===== src/rtl/rcad_consts.vh =====
// Constants for the RISC core ALU datapath
`ifndef RCAD_CONSTS_VH
`define RCAD_CONSTS_VH
`define RCAD_IW 14
`define RCAD_DW 8
`define RCAD_PCW 13
`define RCAD_FAW 7
`define RCAD_PC_RESET 13'h0000
`define RCAD_STATUS_ADDR 7'h03
`define RCAD_PCL_ADDR 7'h02
`define RCAD_FSR_ADDR 7'h04
`define RCAD_INDF_ADDR 7'h00
`define RCAD_PCLATH_ADDR 7'h0A
`define RCAD_BIT_C 0
`define RCAD_BIT_DC 1
`define RCAD_BIT_Z 2
`define RCAD_NOP 14'h0000
`endif


===== src/rtl/rcad_core.v =====
// Execution datapath of the small RISC core
`default_nettype none
`include "rcad_consts.vh"
module rcad_core (
  // Clock and resets
  input wire mclk_i,
  input wire rst_i,
  input wire master_clear_input_n_i,
  // Program memory
  output reg [`RCAD_PCW-1:0] prog_addr_o,
  input wire [`RCAD_IW-1:0] prog_data_i,
  // Status
  output wire quarter_rate_clock_output_o,
  output reg [`RCAD_DW-1:0] accumulator_o,
  output wire phase_one_o,
  output wire phase_two_o,
  output wire phase_four_o
);
  localparam PH1 = 2'd0;
  localparam PH2 = 2'd1;
  localparam PH3 = 2'd2;
  localparam PH4 = 2'd3;

  wire reset = rst_i | ~master_clear_input_n_i;

  reg [1:0] phase_reg;
  reg [`RCAD_PCW-1:0] pc_reg;
  reg [`RCAD_IW-1:0] ir_reg;
  reg [`RCAD_DW-1:0] w_reg;
  reg [`RCAD_DW-1:0] status_reg;
  reg [`RCAD_DW-1:0] fsr_reg;
  reg [4:0] pclath_reg;
  reg flush_reg;
  reg [`RCAD_DW-1:0] opnd_reg;

  // Four-phase divider; phases never overlap
  always @(posedge mclk_i) begin
    if (reset) begin
      phase_reg <= PH1;
    end else begin
      phase_reg <= phase_reg + 2'd1;
    end
  end
  assign phase_one_o = (phase_reg == PH1);
  assign phase_two_o = (phase_reg == PH2);
  assign phase_four_o = (phase_reg == PH4);
  // High during phases one and two, so one period per instruction cycle
  assign quarter_rate_clock_output_o = ~phase_reg[1];

  // Instruction fields: f-format and literal-format
  wire [5:0] opc = ir_reg[13:8];
  wire dst_f = ir_reg[7];
  wire [6:0] faddr = ir_reg[6:0];
  wire [7:0] lit = ir_reg[7:0];
  wire is_lit = (ir_reg[13:12] == 2'b11);
  wire is_goto = (ir_reg[13:12] == 2'b10);
  wire [3:0] lop = ir_reg[11:8];

  // Indirect access goes through the select register
  wire [6:0] eff_addr = (faddr == `RCAD_INDF_ADDR) ? fsr_reg[6:0] : faddr;

  function is_sfr;
    input [6:0] a;
    begin
      is_sfr = (a == `RCAD_PCL_ADDR) || (a == `RCAD_STATUS_ADDR) ||
               (a == `RCAD_FSR_ADDR) || (a == `RCAD_PCLATH_ADDR);
    end
  endfunction

  wire [7:0] ram_rdata;
  reg ram_we;
  reg [7:0] result;
  rcad_regfile #(.AW(`RCAD_FAW), .DW(`RCAD_DW)) u_ram (
    .mclk_i(mclk_i),
    .raddr_i(eff_addr),
    .rdata_o(ram_rdata),
    .we_i(ram_we),
    .waddr_i(eff_addr),
    .wdata_i(result)
  );

  // Special registers are read like file registers
  reg [7:0] file_val;
  always @* begin
    case (eff_addr)
      `RCAD_PCL_ADDR: file_val = pc_reg[7:0];
      `RCAD_STATUS_ADDR: file_val = status_reg;
      `RCAD_FSR_ADDR: file_val = fsr_reg;
      `RCAD_PCLATH_ADDR: file_val = {3'b000, pclath_reg};
      default: file_val = ram_rdata;
    endcase
  end

  // ALU: operand b is file or literal, operand a the accumulator
  wire [7:0] opb = is_lit ? lit : opnd_reg;
  wire [8:0] sum = {1'b0, w_reg} + {1'b0, opb};
  wire [4:0] nsum = {1'b0, w_reg[3:0]} + {1'b0, opb[3:0]};
  // Subtract b - W as b + ~W + 1: carry out is the inverted borrow
  wire [8:0] dif = {1'b0, opb} + {1'b0, ~w_reg} + 9'h001;
  wire [4:0] ndif = {1'b0, opb[3:0]} + {1'b0, ~w_reg[3:0]} + 5'h01;
  reg c_new;
  reg dc_new;
  reg upd_c;
  reg upd_dc;
  reg upd_z;
  reg to_w;
  always @* begin
    result = 8'h00;
    c_new = status_reg[`RCAD_BIT_C];
    dc_new = status_reg[`RCAD_BIT_DC];
    upd_c = 1'b0;
    upd_dc = 1'b0;
    upd_z = 1'b0;
    to_w = 1'b0;
    if (is_lit) begin
      to_w = 1'b1;
      case (lop)
        4'h0: result = lit;
        4'h8: begin result = w_reg | lit; upd_z = 1'b1; end
        4'h9: begin result = w_reg & lit; upd_z = 1'b1; end
        4'hA: begin result = w_reg ^ lit; upd_z = 1'b1; end
        4'hC: begin // subtract_accumulator_from_literal_op
          result = dif[7:0]; c_new = dif[8]; dc_new = ndif[4];
          upd_c = 1'b1; upd_dc = 1'b1; upd_z = 1'b1;
        end
        4'hE: begin
          result = sum[7:0]; c_new = sum[8]; dc_new = nsum[4];
          upd_c = 1'b1; upd_dc = 1'b1; upd_z = 1'b1;
        end
        default: result = w_reg;
      endcase
    end else begin
      to_w = ~dst_f;
      case (opc)
        6'h01: begin result = 8'h00; upd_z = 1'b1; end
        6'h02: begin // subtract_accumulator_from_file_op
          result = dif[7:0]; c_new = dif[8]; dc_new = ndif[4];
          upd_c = 1'b1; upd_dc = 1'b1; upd_z = 1'b1;
        end
        6'h03: begin result = opb - 8'h01; upd_z = 1'b1; end
        6'h04: begin result = w_reg | opb; upd_z = 1'b1; end
        6'h05: begin result = w_reg & opb; upd_z = 1'b1; end
        6'h06: begin result = w_reg ^ opb; upd_z = 1'b1; end
        6'h07: begin
          result = sum[7:0]; c_new = sum[8]; dc_new = nsum[4];
          upd_c = 1'b1; upd_dc = 1'b1; upd_z = 1'b1;
        end
        6'h08: begin result = opb; upd_z = 1'b1; end
        6'h09: begin result = ~opb; upd_z = 1'b1; end
        6'h0A: begin result = opb + 8'h01; upd_z = 1'b1; end
        6'h0C: begin // Rotate right through carry
          result = {status_reg[`RCAD_BIT_C], opb[7:1]}; c_new = opb[0]; upd_c = 1'b1;
        end
        6'h0D: begin // Rotate left through carry
          result = {opb[6:0], status_reg[`RCAD_BIT_C]}; c_new = opb[7]; upd_c = 1'b1;
        end
        6'h0E: result = {opb[3:0], opb[7:4]};
        // Opcode zero copies the accumulator out to a file register
        default: result = w_reg;
      endcase
    end
  end

  wire is_nop = (ir_reg == `RCAD_NOP);
  wire exec = ~flush_reg & ~is_nop & ~is_goto;
  wire wr_file = exec & ~is_lit & ~to_w;
  wire pc_write = wr_file & (eff_addr == `RCAD_PCL_ADDR);
  wire branch = ~flush_reg & (is_goto | pc_write);

  always @* begin
    ram_we = (phase_reg == PH4) & wr_file & ~is_sfr(eff_addr);
  end

  always @(posedge mclk_i) begin
    if (reset) begin
      pc_reg <= `RCAD_PC_RESET;
      prog_addr_o <= `RCAD_PC_RESET;
      ir_reg <= `RCAD_NOP;
      w_reg <= 8'h00;
      status_reg <= 8'h00;
      fsr_reg <= 8'h00;
      pclath_reg <= 5'h00;
      flush_reg <= 1'b0;
      opnd_reg <= 8'h00;
      accumulator_o <= 8'h00;
    end else begin
      case (phase_reg)
        PH2: begin
          // Address goes out before the step, so the reset vector and branch targets are fetched
          prog_addr_o <= pc_reg;
          pc_reg <= pc_reg + 13'h0001;
          opnd_reg <= file_val;
        end
        PH4: begin
          ir_reg <= branch ? `RCAD_NOP : prog_data_i;
          flush_reg <= branch;
          if (is_goto & ~flush_reg) begin
            pc_reg <= {pclath_reg[4:3], ir_reg[10:0]};
          end
          if (exec) begin
            if (to_w) begin
              w_reg <= result;
              accumulator_o <= result;
            end
            if (upd_c) status_reg[`RCAD_BIT_C] <= c_new;
            if (upd_dc) status_reg[`RCAD_BIT_DC] <= dc_new;
            if (upd_z) status_reg[`RCAD_BIT_Z] <= (result == 8'h00);
            if (wr_file) begin
              case (eff_addr)
                `RCAD_PCL_ADDR: pc_reg <= {pclath_reg, result};
                `RCAD_STATUS_ADDR: status_reg <= result;
                `RCAD_FSR_ADDR: fsr_reg <= result;
                `RCAD_PCLATH_ADDR: pclath_reg <= result[4:0];
                default: ;
              endcase
            end
          end
        end
        default: ;
      endcase
    end
  end
endmodule // rcad_core
`default_nettype wire


===== src/rtl/rcad_regfile.v =====
// Data register file memory with registered read data
`default_nettype none
module rcad_regfile #(
  parameter AW = 7,
  parameter DW = 8
) (
  // Clock
  input wire mclk_i,
  // Read port
  input wire [AW-1:0] raddr_i,
  output reg [DW-1:0] rdata_o,
  // Write port
  input wire we_i,
  input wire [AW-1:0] waddr_i,
  input wire [DW-1:0] wdata_i
);
  reg [DW-1:0] mem [0:(1<<AW)-1];
  always @(posedge mclk_i) begin
    if (we_i) begin
      mem[waddr_i] <= wdata_i;
    end
    rdata_o <= mem[raddr_i];
  end
endmodule // rcad_regfile
`default_nettype wire


===== config.mk =====
export PLATFORM = sky130hd
export DESIGN_NAME = rcad_core
export DESIGN_NICKNAME = d
export VERILOG_FILES = /design/src/rtl/rcad_core.v /design/src/rtl/rcad_regfile.v
export VERILOG_INCLUDE_DIRS = /design/src /design/src/rtl
export SDC_FILE = /design/constraint.sdc
export NUM_CORES = 2
export LEC_CHECK = 0
export ABC_AREA = 0
export ABC_CLOCK_PERIOD_IN_PS = 16700
export BUFFER_PORTS_ARGS = -buffer_cell sky130_fd_sc_hd__buf_4
export CELL_PAD_IN_SITES_DETAIL_PLACEMENT = 0
export CELL_PAD_IN_SITES_GLOBAL_PLACEMENT = 2
export CORE_MARGIN = 3
export CORE_UTILIZATION = 36
export CTS_CLUSTER_DIAMETER = 30
export DETAILED_ROUTE_END_ITERATION = 7
export PLACE_DENSITY_LB_ADDON = 0.1
export RECOVER_POWER = 50
export SLEW_MARGIN = 25
export SYNTH_ARGS = -nofsm -noshare
export SYNTH_HDL_FRONTEND = slang
export SYNTH_SLANG_ARGS = --single-unit
export TNS_END_PERCENT = 30

===== constraint.sdc =====
create_clock -name mclk_i -period 16.7 [get_ports mclk_i]
set_input_delay 4.175 -clock mclk_i [delete_from_list [all_inputs] [get_ports mclk_i]]
set_output_delay 4.175 -clock mclk_i [all_outputs]
set_load 0.005 [all_outputs]

**Word level (Yosys, flattened, before mapping)**

Memory sizes are Yosys's and may differ from the RTL's. A register that Yosys moved wholly into a read port is not among the register bits.
Cells that the tools add are included.

- Flip-flop bits (word level): 80
- Bits in writable memories: 1,024
- Input bits: 17
- Output and inout port bits: 25
- Word-level logic and storage cells: 130
- Memories: 1

- Add/subtract/negate cells: 10
- Equality and inequality tests: 26
- Multiplexer cells: 34
- Bitwise gates (word level): 29
- Reductions and logical operators: 19

Memories:

| memory | words | bits a word | read ports | clocked after Yosys merged registers in | write ports | RTL line | source |
|---|---|---|---|---|---|---|---|
| u_ram.mem | 128 | 8 | 1 | 1 | 1 | rcad_regfile.v:17 | `reg [DW-1:0] mem [0:(1<<AW)-1];` |

Operators with widths:

| operator | number |
|---|---|
| $pmux W8 S13 | 1 |
| $mux W13 | 4 |
| $pmux W8 S6 | 1 |
| $eq A6 B4 Y1 const B | 6 |
| $pmux W8 S4 | 1 |
| $pmux W13 S2 | 1 |
| $eq A6 B3 Y1 const B | 4 |
| $eq A4 B4 Y1 const B | 5 |
| $add A8 B8 Y9 | 2 |
| $and A8 B8 Y8 | 2 |
| $mux W1 | 16 |
| $mux W8 | 2 |
| $not A8 Y8 | 2 |
| $or A8 B8 Y8 | 2 |
| $xor A8 B8 Y8 | 2 |
| $eq A7 B2 Y1 const B | 2 |
| $logic_not A14 Y1 | 1 |
| $mux W14 | 1 |
| $add A13 B1 Y13 const B | 1 |
| $eq A6 B2 Y1 const B | 2 |
| $reduce_and A4 Y1 | 3 |
| $add A4 B4 Y5 | 2 |
| $reduce_or A10 Y1 | 1 |
| $add A9 B1 Y9 const B | 1 |
| 28 further kinds | 53 |

**Logic depth before layout (Yosys ltp)**

- Word-level depth: 10
- Mapped depth: 17
- Gate-level depth less buffers: 15

**By module**

Synthesis repeated with hierarchy kept, for this count alone.

- Cell total of the unflattened synthesis: 2,617
- Area, all modules: 47,023.8 µm²

Modules (own cells, without submodules):

| module | times used | cells an instance | area an instance (µm²) | sequential area each (µm²) |
|---|---|---|---|---|
| rcad_regfile | 1 | 1,635 | 39,665.5 | 30,909.6 |
| rcad_core | 1 | 982 | 7,358.3 | 1,601.5 |

**Worst setup path before layout**

No wires, ideal clock.

- Path kind: flip-flop to flip-flop
- Start point: reg ir_reg[12]
- End point: mem u_ram.mem[0][5], data pin
- Setup time: 1,285 ps
- Data arrival time: 7,994 ps
- Required time: 15,415 ps
- Path slack: 7,421 ps
- Stages on the path, launching flop included: 14
- Buffers on the path: 3
- Period minus slack after synthesis: 9,279 ps
- Cells stage by stage: dfxtp_1 -> buf_2 -> a21bo_2 -> and2_1 -> clkbuf_1 -> inv_2 -> ha_1 -> clkbuf_1 -> a311o_1 -> o311a_1 -> a221oi_1 -> xnor2_1 -> nand2_1 -> a211oi_1

- Word-level cells in the longest chain between the ends: 6
- Elaborated cells between the ends (all ways): 27
- Classes of those cells: add/sub: 5; eq/ne: 14; mux: 4; bitwise: 4

RTL lines:

| element | RTL line | source |
|---|---|---|
| start, declared | rcad_core.v:28 | `` reg [`RCAD_IW-1:0] ir_reg; `` |
| start signal, assigned | rcad_core.v:178 | `` ir_reg <= `RCAD_NOP; `` |
| start signal, assigned | rcad_core.v:195 | `` ir_reg <= branch ? `RCAD_NOP : prog_data_i; `` |
| $eq A2 B2 Y1 | rcad_core.v:55 | `wire is_lit = (ir_reg[13:12] == 2'b11);` |
| $mux W8 | rcad_core.v:95 | `wire [7:0] opb = is_lit ? lit : opnd_reg;` |
| $add A8 B8 Y9 | rcad_core.v:99 | `wire [8:0] dif = {1'b0, opb} + {1'b0, ~w_reg} + 9'h001;` |
| $add A9 B1 Y9 | rcad_core.v:99 |  |
| $pmux W8 S13 / $pmux W8 S6 (equally long branches) | rcad_core.v:134, rcad_core.v:117 |  |
| $mux W8 * | rcad_core.v:115 | `if (is_lit) begin` |
| net result[5] | rcad_core.v:72 | `reg [7:0] result;` |
| end, declared | rcad_regfile.v:17 |  |

The timed path passes the listed nets; every way through them passes the cells marked *.

**Final worst setup path**

- Start point: reg ir_reg[13]
- End point: reg status_reg[2]

- Word-level cells in the longest chain between the ends: 10
- Elaborated cells between the ends (all ways): 46
- Classes of those cells: add/sub: 5; eq/ne: 15; mux: 10; bitwise: 12; reduce/logical: 4

RTL lines:

| element | RTL line | source |
|---|---|---|
| $eq A2 B2 Y1 | rcad_core.v:55 |  |
| $mux W8 | rcad_core.v:95 |  |
| $add A8 B8 Y9 | rcad_core.v:99 |  |
| $add A9 B1 Y9 | rcad_core.v:99 |  |
| $pmux W8 S13 / $pmux W8 S6 (equally long branches) | rcad_core.v:134, rcad_core.v:117 |  |
| $mux W8 * | rcad_core.v:115 |  |
| net result[2] | rcad_core.v:72 |  |
| $logic_not A8 Y1 | rcad_core.v:207 | `` if (upd_z) status_reg[`RCAD_BIT_Z] <= (result == 8'h00); `` |
| $mux W1 | rcad_core.v:207 |  |
| $mux W3 | rcad_core.v:209 | `case (eff_addr)` |
| $mux W3 * | rcad_core.v:208 | `if (wr_file) begin` |
| end signal, assigned by index | rcad_core.v:206 | `` if (upd_dc) status_reg[`RCAD_BIT_DC] <= dc_new; `` |
| end signal, assigned by index | rcad_core.v:207 |  |
| end signal, assigned | rcad_core.v:211 | `` `RCAD_STATUS_ADDR: status_reg <= result; `` |
| end, declared | rcad_core.v:30 | `` reg [`RCAD_DW-1:0] status_reg; `` |

Marked as above.
A chain may end at the register's enable or synchronous reset.

==> summary.md <==
| Metric | Value |
|---|---|
| Status | `finished with violations` |
| Violated checks | `capacitance limit, slew limit` |
| DRC Markers | `0` |
| Setup-failing EPs final | `0` |
| Via density | `5.651` |
| Synthesis Warnings | `0` |
| Sequential area share after synthesis | `0.6843` |
| Vias in the first global route | `33,780` |
| Routed vias | `33,530` |
| Buf/Inv on CP | `4` |
| Worst Path Required | `17.36 ns` |
| Max clock buf depth | `4` |
| CTS Buf Count | `285` |
| Cell taking the most area after synthesis | `edfxtp_1` |
| Routability cong. | `0.9193` |
| 1st-iter DRT viols | `3,338` |
| #FFs+latches synth | `1,112` |
| Layout area overhead | `24.10%` |
| Share of cells above drive strength 1 | `0.1473` |
| Setup TNS | `0 ns` |
| Max reg flops | `1,024` |
| Area contributors post-synth | `edfxtp_1 (65%), nand2_1 (6.6%), dfxtp_1 (3.7%)` |
| Clock sinks | `1,112` |
| Slowest stage delay, CP | `3.33 ns` |
| Post-layout min period | `10.41 ns` |
| Fin nets | `4,053` |
| Most common cell after layout, fill and taps aside | `edfxtp_1` |
| Post-CTS resize count | `0` |
| LEAKAGE | `20.42 nW` |
| Synth unique cells | `91` |
| Placed wire-length estimate | `102,900 µm` |
| Worst Skew | `0.08179 ns` |
| Pin count of the biggest net entering global routing | `134` |
| Slew HR | `-3.891` |
| Hold buffer count at cts | `0` |
| Top-area cell type share of the netlist area | `0.6472` |
| CP max FO | `75` |
| Root Driver | `clkbuf_16` |
| CTS tree | `yes` |
| Max Cap Viol | `14` |
| Total routed wirelength | `170,000 µm` |
| Boundary Pins | `42` |
| Total power | `0.008264 W` |
| Max VDD drop | `0.00009676 V` |
| GRT overflow | `0` |
| Port Buf Inserts | `41` |
| Full die area | `136,400 µm²` |
| Kind of critical path | `reg -> reg` |
| Initial core utilization | `0.3646` |
| CP cell instances | `nand2_1, mux2i_1, clkbuf_1, inv_1, ha_1, inv_1, fa_1, nand3_1, a21oi_1, a2111oi_0, nand2_1, o221ai_1, clkinvlp_2, or4_1, o41ai_2` |
| Hold Path Class | `reg -> reg` |
| Total power per unit cell area | `140.2 nW/µm²` |
| Routed length per instance | `28.65 µm` |
| DRT antenna net count | `0` |
| H-tree depth | `5` |
| Syn Area/Cell | `12.50 µm²` |
| Initial antenna violation count | `2` |
| RSZ-0062 raised after global routing | `false` |
| Fraction of registers with async set/reset | `0` |
| Drt pass-1 iters | `5` |
| Number of synthesized flops with an enable pin | `1,024` |
| Final Cycle Share | `0.6231` |
| Commonest cells after routing, fill and taps aside | `edfxtp_1 (1,024), nand2_1 (832), nand3_1 (313)` |
| Slew Limit Fails | `714` |
| Crit path max-delay family | `buffers and inverters` |
| CP Launch Type | `flop` |
| Worst-Margin Slew | `7.336 ns` |
| Post-synth top flop | `edfxtp_1` |
| GRT Total Usage | `0.2465` |
| Die Ht | `369.3 µm` |
| First-pass GRT wire length | `245,200 µm` |
| Fill cell count | `11,790` |
| F_max | `0.09610 GHz` |
| Die width | `369.3 µm` |
| Crit path DAT | `11.07 ns` |
| Mapped Cells | `3,801` |
| CTS clk-pin slew, worst paths | `0.04 ns` |
| Final hold viol count | `0` |
| Row count | `132` |
| Core box area | `130,300 µm²` |
| Postcts setup bufs | `0` |
| CP max stage cell | `clkinvlp_2` |
| Worst skew pair latency | `0.86 ns` |
| CP Capture Type | `flop` |
| Netlist Area Pre-Place | `47,510 µm²` |
-- worst paths after layout --
path            startpoint  cells past startpoint            end  slack (ns)
max             ir_reg[13]                     15  status_reg[2]        6.29
min          status_reg[3]                      2  status_reg[3]        0.46
max reg2reg     ir_reg[13]                     15  status_reg[2]        6.29
min reg2reg  status_reg[3]                      2  status_reg[3]        0.46
-- power by group --
part | internal (W) | total [W] | switching (W) | leakage (nW)
combinational | 0.0000204 | 0.0000712 | 0.0000508 | 5.52
clock | 0.00357 | 0.00517 | 0.00159 | 4.39
sequential | 0.00302 | 0.00303 | 0.00000300 | 10.5
total | 0.00662 | 0.00826 | 0.00165 | 20.4
-- worst register-to-register path: cells and delay by family (launching register included) --
family	cells	cell delay [ns]
buffers and inverters	4	3.97
AND/OR/NAND/NOR	4	2.67
AO/OA/AOI/OAI	4	1.70
flip-flops	1	0.94
adder cells (fa/ha/maj)	2	0.74
multiplexers	1	0.25
-- area by class of cell --
cell class                      instances  area, µm²  area share
Tap cell                             1742       2180     0.03696
Clock inverter                        157       1642     0.02784
Inverter                               47      177.7    0.003013
Timing Repair Buffer                  115      865.8     0.01468
Multi-Input combinational cell       2425      14160      0.2401
Antenna cell                            2      5.005  0.00008488
Clock buffer                          333       7426      0.1259
Sequential cell                      1112      32510      0.5514
-- logic make-up after synthesis --
family                   Yosys count  synth area share
AND/OR/NAND/NOR                 1598            0.1466
buffers and inverters            295           0.02454
flip-flops                      1112            0.6843
AO/OA/AOI/OAI                    570           0.08340
XOR/XNOR                          31          0.005715
other                              1        0.00007893
adder cells (fa/ha/maj)           50           0.01333
multiplexers                     144           0.04208
-- Yosys cell counts, types with 15 or more instances --
cell type and instances:
nand2_1 831, a22oi_1 17, a221oi_1 39, dfxtp_1 88, a31oi_1 69, nand3_1 315
mux4_2 44, inv_1 46, a21oi_1 125, xnor2_1 22, and3_1 58, o21ai_0 76
clkbuf_1 154, a311oi_1 43, edfxtp_1 1024, nor2_1 242, a32oi_1 22, nor3_1 22
o22ai_1 29, and2_1 15, ha_1 49, nand4_1 29, a211oi_1 29, buf_1 51
buf_2 41, mux2i_1 94, nand2b_1 27
-- per-stage QoR --
step           utilization  hold WS (ns)  cell area (µm²)  setup slack (ns)  cells
3_3_place_gp        0.3838        0.4444            50010             10.49   5440
5_1_grt             0.4525        0.4869            58960             5.578   5931
4_1_cts             0.4535        0.4637            59090             10.12   5931
2_1_floorplan            -        0.4332            47630             7.421   3832
6_report            0.4525        0.4650            58960             6.294   5933
3_5_place_dp        0.3839        0.4588            50030             10.40   5441
-- per-layer routing --
metal / GRT usage / vias up / wire, µm
li1: - / 14680 / -
met1: 0.3354 / 17230 / 73550
met2: 0.3963 / 1274 / 80270
met3: 0.04000 / 352 / 9959
met4: 0.09445 / 0 / 6178
met5: 0 / - / 0
Power figures use the tool's default switching activity.
